## src/supervisor_pkg.sv

```systemverilog
// Constants and types shared by the reset gate and panel-loss supervisor
`default_nettype none

package supervisor_pkg;

  // ==========================================================
  // Register map
  localparam logic [3:0] SEL_OFFSET = 4'h0;
  localparam logic [3:0] STATUS_OFFSET = 4'h4;
  localparam logic [6:0] SEL_RESET = 7'h0E;
  localparam int ST_FAULT = 0;
  localparam int ST_PANEL_LOSS = 1;
  localparam int ST_BLOCKED = 2;
  localparam int ST_ARMED = 3;
  localparam int ST_TRIPS = 4;

  // ==========================================================
  // Timing
  localparam int CLK_HZ = 40000000;
  localparam int PANEL_LOSS_MS = 1000;
  localparam int PANEL_LOSS_CYCLES = CLK_HZ / 1000 * PANEL_LOSS_MS;
  localparam logic [1:0] LIMIT_TRIPS = 2'h2;

  // ==========================================================
  // Types
  typedef enum logic [1:0] {
    MODE_PANEL = 2'h0,
    MODE_EXTERNAL = 2'h1,
    MODE_NETWORK = 2'h2
  } opMode_t;

  typedef struct packed {
    logic [3:0] addr;
    logic [31:0] wrData;
    logic wr;
    logic rd;
  } busReq_t;

  typedef struct packed {
    logic onlyOnTrip;
    logic panelTrip;
    logic stopAll;
    logic continueCode;
    logic limitOn;
  } selDecode_t;

  // Codes fold onto a base of 0..3 or 14..17; the low two bits of the offset within each group carry the options
  function automatic selDecode_t decodeSel(input logic [6:0] code);
    logic [6:0] base;
    selDecode_t d;
    base = (code >= 7'h64) ? 7'(code - 7'h64) : code;
    d.onlyOnTrip = base[0];
    d.panelTrip = (base >= 7'h0E) ? base[1] ^ base[0] ^ base[0] ^ (base == 7'h10 || base == 7'h11)
                                  ^ base[1] : base[1];
    d.stopAll = (base >= 7'h0E);
    d.continueCode = (code == 7'h00 || code == 7'h01 || code == 7'h0E || code == 7'h0F);
    d.limitOn = (code >= 7'h64);
    return d;
  endfunction : decodeSel

  function automatic logic selLegal(input logic [31:0] v, input logic highCap);
    logic [6:0] base;
    logic ok;
    base = (v[6:0] >= 7'h64) ? 7'(v[6:0] - 7'h64) : v[6:0];
    ok = (base <= 7'h03) || (base >= 7'h0E && base <= 7'h11);
    if (v[6:0] >= 7'h64 && !highCap) begin
      ok = 1'b0;
    end
    if (v[31:7] != 25'h0 || (v[6:0] > 7'h03 && v[6:0] < 7'h0E)) begin
      ok = ok && 1'b0;
    end
    return ok && (v[6:0] < 7'h12 || v[6:0] >= 7'h64);
  endfunction : selLegal

endpackage : supervisor_pkg

`default_nettype wire

```

## src/panel_loss_timer.sv

```systemverilog
// Continuous panel-absence timer with power-on arming
`default_nettype none

module panel_loss_timer #(
  parameter int LossCycles = supervisor_pkg::PANEL_LOSS_CYCLES
) (
  input wire logic clk,
  input wire logic resetn,
  input wire logic ce,
  input wire logic present,
  output logic lost,
  output logic armed
);
  import supervisor_pkg::*;

  typedef enum logic [3:0] {
    UNARMED = 4'h1,
    PRESENT = 4'h2,
    ABSENT = 4'h4,
    LOST = 4'h8
  } lossState_t;

  typedef struct packed {
    lossState_t st;
    logic [31:0] cnt;
  } timerState_t;

  timerState_t s_q, s_d;

  // ==========================================================
  // Next state
  always_comb begin
    s_d = s_q;
    if (ce) begin
      case (s_q.st)
        UNARMED: begin
          if (present) begin
            s_d.st = PRESENT;
          end
        end
        PRESENT: begin
          if (!present) begin
            s_d.st = ABSENT;
            s_d.cnt = 32'h1;
          end
        end
        ABSENT: begin
          if (present) begin
            s_d.st = PRESENT;
            s_d.cnt = 32'h0;
          end else if (s_q.cnt >= 32'(LossCycles)) begin
            s_d.st = LOST;
          end else begin
            s_d.cnt = s_q.cnt + 32'h1;
          end
        end
        LOST: begin
          if (present) begin
            s_d.st = PRESENT;
            s_d.cnt = 32'h0;
          end
        end
        default: begin
          s_d.st = UNARMED;
          s_d.cnt = 32'h0;
        end
      endcase
    end
  end

  always_ff @(posedge clk or negedge resetn) begin
    if (!resetn) begin
      s_q <= '{st: UNARMED, cnt: 32'h0};
    end else begin
      s_q <= s_d;
    end
  end

  assign lost = (s_q.st == LOST);
  assign armed = (s_q.st != UNARMED);
endmodule : panel_loss_timer

`default_nettype wire

```

## src/reset_limit.sv

```systemverilog
// Consecutive thermal/overcurrent trip counter that blocks resets
`default_nettype none

module reset_limit (
  input wire logic clk,
  input wire logic resetn,
  input wire logic ce,
  input wire logic enable,
  input wire logic thermTrip,
  input wire logic thermalZero,
  output logic blocked,
  output logic [1:0] trips,
  output logic porClear
);
  import supervisor_pkg::*;

  typedef struct packed {
    logic [1:0] trips;
    logic porPending;
  } limitState_t;

  limitState_t s_q, s_d;

  // ==========================================================
  // Next state
  always_comb begin
    s_d = s_q;
    if (ce) begin
      s_d.porPending = 1'b0;
      if (thermTrip && s_q.trips < LIMIT_TRIPS) begin
        s_d.trips = s_q.trips + 2'h1;
      end else if (thermalZero && !thermTrip) begin
        s_d.trips = 2'h0;
      end
    end
  end

  always_ff @(posedge clk or negedge resetn) begin
    if (!resetn) begin
      s_q <= '{trips: 2'h0, porPending: 1'b1};
    end else begin
      s_q <= s_d;
    end
  end

  assign blocked = enable && (s_q.trips >= LIMIT_TRIPS) && !thermalZero;
  assign trips = s_q.trips;
  assign porClear = s_q.porPending;
endmodule : reset_limit

`default_nettype wire

```

## src/reset_panel_supervisor.sv

```systemverilog
// Reset acceptance gate, panel-loss supervisor and stop-key selector
`default_nettype none

module reset_panel_supervisor #(
  parameter int LossCycles = supervisor_pkg::PANEL_LOSS_CYCLES,
  parameter logic HighCapacity = 1'b1
) (
  input wire logic clk,
  input wire logic resetn,
  input wire logic ce,
  input wire supervisor_pkg::busReq_t bus,
  output logic [31:0] rdData,
  input wire logic tripActive,
  input wire logic thermOcTrip,
  input wire logic thermalZero,
  input wire logic running,
  input wire supervisor_pkg::opMode_t opMode,
  input wire logic panelPresent,
  input wire logic serialOnConnector,
  input wire logic panelJog,
  input wire logic extResetTerminal,
  input wire logic commResetCmd,
  input wire logic panelResetKey,
  input wire logic panelStopKey,
  input wire logic paramClear,
  output logic resetAccepted,
  output logic outputShutoff,
  output logic thermalClear,
  output logic panelLossFault,
  output logic decelStop
);
  import supervisor_pkg::*;

  typedef struct packed {
    logic [6:0] sel;
    logic panelFault;
    logic resetAccepted;
    logic outputShutoff;
    logic thermalClear;
    logic decelStop;
    logic [31:0] rdData;
  } supState_t;

  supState_t s_q, s_d;
  selDecode_t dec;
  logic lost;
  logic armed;
  logic blocked;
  logic [1:0] trips;
  logic porClear;
  logic faultActive;
  logic extReq;
  logic acceptNow;
  logic lossTrip;
  logic jogStop;
  logic keyStop;
  logic selWrite;
  logic selOk;

  // ==========================================================
  // Submodules
  panel_loss_timer #(
    .LossCycles(LossCycles)
  ) lossTimer (
    .clk(clk),
    .resetn(resetn),
    .ce(ce),
    .present(panelPresent),
    .lost(lost),
    .armed(armed)
  );

  reset_limit limiter (
    .clk(clk),
    .resetn(resetn),
    .ce(ce),
    .enable(dec.limitOn),
    .thermTrip(thermOcTrip),
    .thermalZero(thermalZero),
    .blocked(blocked),
    .trips(trips),
    .porClear(porClear)
  );

  // ==========================================================
  // Decisions
  always_comb begin
    dec = decodeSel(s_q.sel);
    faultActive = tripActive || s_q.panelFault;
    extReq = extResetTerminal || commResetCmd;
    acceptNow = !blocked
      && ((extReq && (!dec.onlyOnTrip || faultActive))
      || (panelResetKey && faultActive));
    // Serial use of the connector means no panel to lose
    lossTrip = lost && dec.panelTrip && !serialOnConnector;
    jogStop = panelJog && lost && dec.continueCode && !serialOnConnector;
    keyStop = panelStopKey && (opMode == MODE_PANEL || dec.stopAll);
    selWrite = bus.wr && bus.addr == SEL_OFFSET;
    selOk = selLegal(bus.wrData, HighCapacity);
  end

  // ==========================================================
  // Next state
  always_comb begin
    s_d = s_q;
    if (ce) begin
      // Write protection and run state are deliberately not consulted
      if (selWrite && selOk) begin
        s_d.sel = bus.wrData[6:0];
      end
      // A new loss wins over a reset in the same cycle
      if (lossTrip) begin
        s_d.panelFault = 1'b1;
      end else if (acceptNow) begin
        s_d.panelFault = 1'b0;
      end
      s_d.resetAccepted = acceptNow;
      s_d.outputShutoff = acceptNow && running;
      s_d.thermalClear = acceptNow || porClear;
      s_d.decelStop = jogStop || keyStop;
      s_d.rdData = 32'h0;
      if (bus.rd) begin
        case (bus.addr)
          SEL_OFFSET: begin
            s_d.rdData = {25'h0, s_q.sel};
          end
          STATUS_OFFSET: begin
            s_d.rdData[ST_FAULT] = faultActive;
            s_d.rdData[ST_PANEL_LOSS] = s_q.panelFault;
            s_d.rdData[ST_BLOCKED] = blocked;
            s_d.rdData[ST_ARMED] = armed;
            s_d.rdData[ST_TRIPS +: 2] = trips;
          end
          default: begin
            s_d.rdData = 32'h0;
          end
        endcase
      end
    end
  end

  // Parameter clear has no path into the selection register
  always_ff @(posedge clk or negedge resetn) begin
    if (!resetn) begin
      s_q <= '{sel: SEL_RESET, default: '0};
    end else begin
      s_q <= s_d;
    end
  end

  assign rdData = s_q.rdData;
  assign resetAccepted = s_q.resetAccepted;
  assign outputShutoff = s_q.outputShutoff;
  assign thermalClear = s_q.thermalClear;
  assign panelLossFault = s_q.panelFault;
  assign decelStop = s_q.decelStop;
endmodule : reset_panel_supervisor

`default_nettype wire

```

## config.mk

```make
export PLATFORM = sky130hd
export DESIGN_NAME = reset_panel_supervisor
export DESIGN_NICKNAME = d
export VERILOG_FILES = /design/src/supervisor_pkg.sv /design/src/panel_loss_timer.sv /design/src/reset_limit.sv /design/src/reset_panel_supervisor.sv
export SDC_FILE = /design/constraint.sdc
export NUM_CORES = 1
export LEC_CHECK = 0
export BUFFER_PORTS_ARGS = -buffer_cell sky130_fd_sc_hd__buf_2
export CAP_MARGIN = 10
export CORE_AREA = 5 5 89 112
export DETAILED_ROUTE_END_ITERATION = 12
export DIE_AREA = 0 0 94 117
export PLACE_DENSITY = 0.68
export REMOVE_ABC_BUFFERS = 1
export SYNTH_ARGS = -nofsm -noshare
export SYNTH_HDL_FRONTEND = slang
export SYNTH_HIERARCHICAL = 1
export SYNTH_SLANG_ARGS = --single-unit
export TNS_END_PERCENT = 1
```

## constraint.sdc

```tcl
create_clock -name clk -period 2.6 [get_ports clk]
set_input_delay 0.78 -clock clk [delete_from_list [all_inputs] [get_ports clk]]
set_output_delay 0.78 -clock clk [all_outputs]
set_load 0.01 [all_outputs]
```

==> results.yml <==
clock_network:
  clk_pin_slew_worst_paths_ns: 0.05
  insertion_delay_ns: 0.32
  cts_max_level: 3
  cts_buffer_depth: 2
  cts_root_buf: "clkbuf_16"
  cts_setup_buffers: 0
  cts_tree: "done"
  post_cts_resized: 0
  clock-sinks: 58
  hold_buffers: 0
  cts_buffers: 9
sta:
  finalClockSkew_ns: 0.00438
  final-max-slew-violation-count: 0
  setup_viol_count_final: 0
  slew_headroom_pct: 58.2
  setup_tns_ns: 0
  tightest_slew_ns: 0.628
  rsz0062_at_grt: "false"
  min_period_ns: 2.43
  hold-worst-slack_ns: 0.471
  finalCritPeriodShare_pct: 93.5
  timing.fmax_mhz: 411
  hold_viol_final: 0
cells_and_area:
  layout_common_cells: "buf_2, dfrtp_1, nand2_1, conb_1, nor2_1"
  stdcell_area_um2: 4540
  area_growth_pct: 17.5
  drive_gt1_share_pct: 25.1
  antenna-diode-count: 0
  fillerInstances: 869
  seqCellArea_um2: 1460
  mostFrequentLayoutCell: "buf_2"
  multi_input_area_um2: 2090
  fin_nets: 542
setup_path:
  rrSetupSlack_ns: 0.17
  crit_type: "reg -> reg"
  cp_max_fo: 9
  cp.required_ns: 2.80
  timing.rr.end: "panelLossFault"
  ff2ff_path_depth: 6
  worstSetupStartpointType: "flip-flop"
  end_kind: "flip-flop"
  arrival_ns: 2.63
  rr_startpoint: "s_q[39]"
route:
  postRouteAntennaNets: 0
  wl_per_cell_um: 14.7
  viasPerCell: 5.41
  drc: 0
  drtIter0Drc: 160
  via_count: 3272
  first_pass_iters: 4
  wirelength_mm: 8.92
synth:
  synth_area_leader_cell: "dfrtp_1"
  ys_warn_count: 6
  synth_edf_count: 0
  yosysSeqAreaShare_pct: 37.8
  ys_ff_latch: 58
  synth_cell_types: 76
  yosysTopAreaCellShare_pct: 34.4
  netlist_area_um2: 3860
  synthArstFlopShare_pct: 100
  syn_avg_cell_area_um2: 9.41
  yosys-top-cells-area: "dfrtp_1, buf_4, nand2_1, dfstp_2, ha_1"
  netlist_instances: 410
  synth_ff_type: "dfrtp_1"
floorplanning:
  coreArea_um2: 8880
  row_count: 39
  fp.dieW_um: 94
  start_util_pct: 43.4
  die_area_um2: 11000
  ioPinCount: 92
  die_h_um: 117
global_route:
  grtUsageTotal_pct: 17.1
  grt_max_degree: 34
  grt_first_pass_wirelength_mm: 15.2
  top_usage_layer: "met2"
  use_met2_pct: 30.1
  grt_overflow: 0
  grt_use_met3_pct: 4.41
  antenna_found_initial: 0
  first_global_vias: 3265
  use_met1_pct: 20.4
pwr:
  clkPwrFrac_pct: 43.1
  p_int_mw: 2.06
  ir_drop_mv: 0.345
  switchingPower_uw: 846
  pwr-share-seq_pct: 36.2
  cellPowerDensity_nw_per_um2: 640
  total_power_mw: 2.90
  p_sw_share_pct: 29.2
  comb_power_share_pct: 20.7
  p_leak_nw: 2.11
place:
  placed_cell_area_um2: 4220
  place.gp.congestion: 0.846
  portBuffers: 65
  hpwlAfterDp_mm: 6.84
min_path:
  hold_class: "in -> async"
job:
  drv_cap: 0
run_status:
  status: "complete, no violations"
==> area by class of cell <==
type | instances | share of cell area (%)
clock inverter | 7 | 2.07
clock buffer | 9 | 4.97
multi-input combinational | 311 | 46.0
tap | 123 | 3.39
sequential | 58 | 32.1
inverter | 16 | 1.32
timing repair buffer | 81 | 10.1
==> power by group through the flow <==
stage	combinational (mW)	clock, mW	sequential (mW)
after floorplan	0.355	0	1.04
after global placement	0.580	0	1.06
after detailed placement	0.599	0	1.06
after CTS	0.604	1.28	1.05
after global routing	0.666	1.33	1.07
final	0.601	1.25	1.05
==> state kept, by name, summed over array words and instances (netlist names) <==
register / count
s_q: 7
outputShutoff: 1
rdData: 7
limiter/trips: 2
lossTimer/s_q: 36
decelStop: 1
limiter/porClear: 1
thermalClear: 1
panelLossFault: 1
resetAccepted: 1
==> synthesized netlist by cell type (all sizes together), types with 7 or more instances <==
master   instances
a21oi           15
and2            10
buf             41
clkbuf           8
dfrtp           53
ha              10
inv             15
mux2             8
nand2           38
nor2            22
nor3            15
nor4            11
o21a            11
o21ai           20
o2bb2ai          7
or3              8
xor2             7
==> critical path, stage by stage (launching register included) <==
cell	delay (ns)
dfstp_2	0.61
inv_1	0.11
ha_1	0.33
or4_4	0.53
a221oi_4	0.29
o32ai_1	0.13
or3_1	0.31
==> kinds of logic after synthesis <==
kind of cell	share of synthesized area [%]
DFF	37.8
buffers and inverters	10.5
other	0.0972
AOI/OAI and AO/OA	18.5
and+or+nand+nor	23.8
adders and majority gates	3.24
muxes	3.89
xor gates and xnor gates	2.27
==> metal layers <==
metal | wire, µm | vias up
met5 | 0 | -
met4 | 208 | 0
met3 | 462 | 16
met2 | 4630 | 92
met1 | 3630 | 1584
li1 | - | 1580
==> worst max path at each step <==
stage | cells after the start | slack (ns) | from | to
floorplan | 7 | 0.13 | bus[4] | s_q[43]
global placement | 8 | -0.002 | bus[4] | s_q[37]
detailed placement | 8 | -0.03 | bus[4] | s_q[43]
CTS | 6 | 0.18 | s_q[39] | panelLossFault
global route | 6 | 0.06 | s_q[39] | panelLossFault
finish | 6 | 0.17 | s_q[39] | panelLossFault
==> through the flow <==
stage	cells	util (%)	worst slack, ns
6_report	605	51.1	0.168
5_1_grt	605	51.1	0.0597
4_1_cts	605	51.1	0.179
3_5_place_dp	589	47.5	-0.0347
3_3_place_gp	589	47.5	-0.00163
2_1_floorplan	385	-	0.133
(Power assumes the default switching activity.)
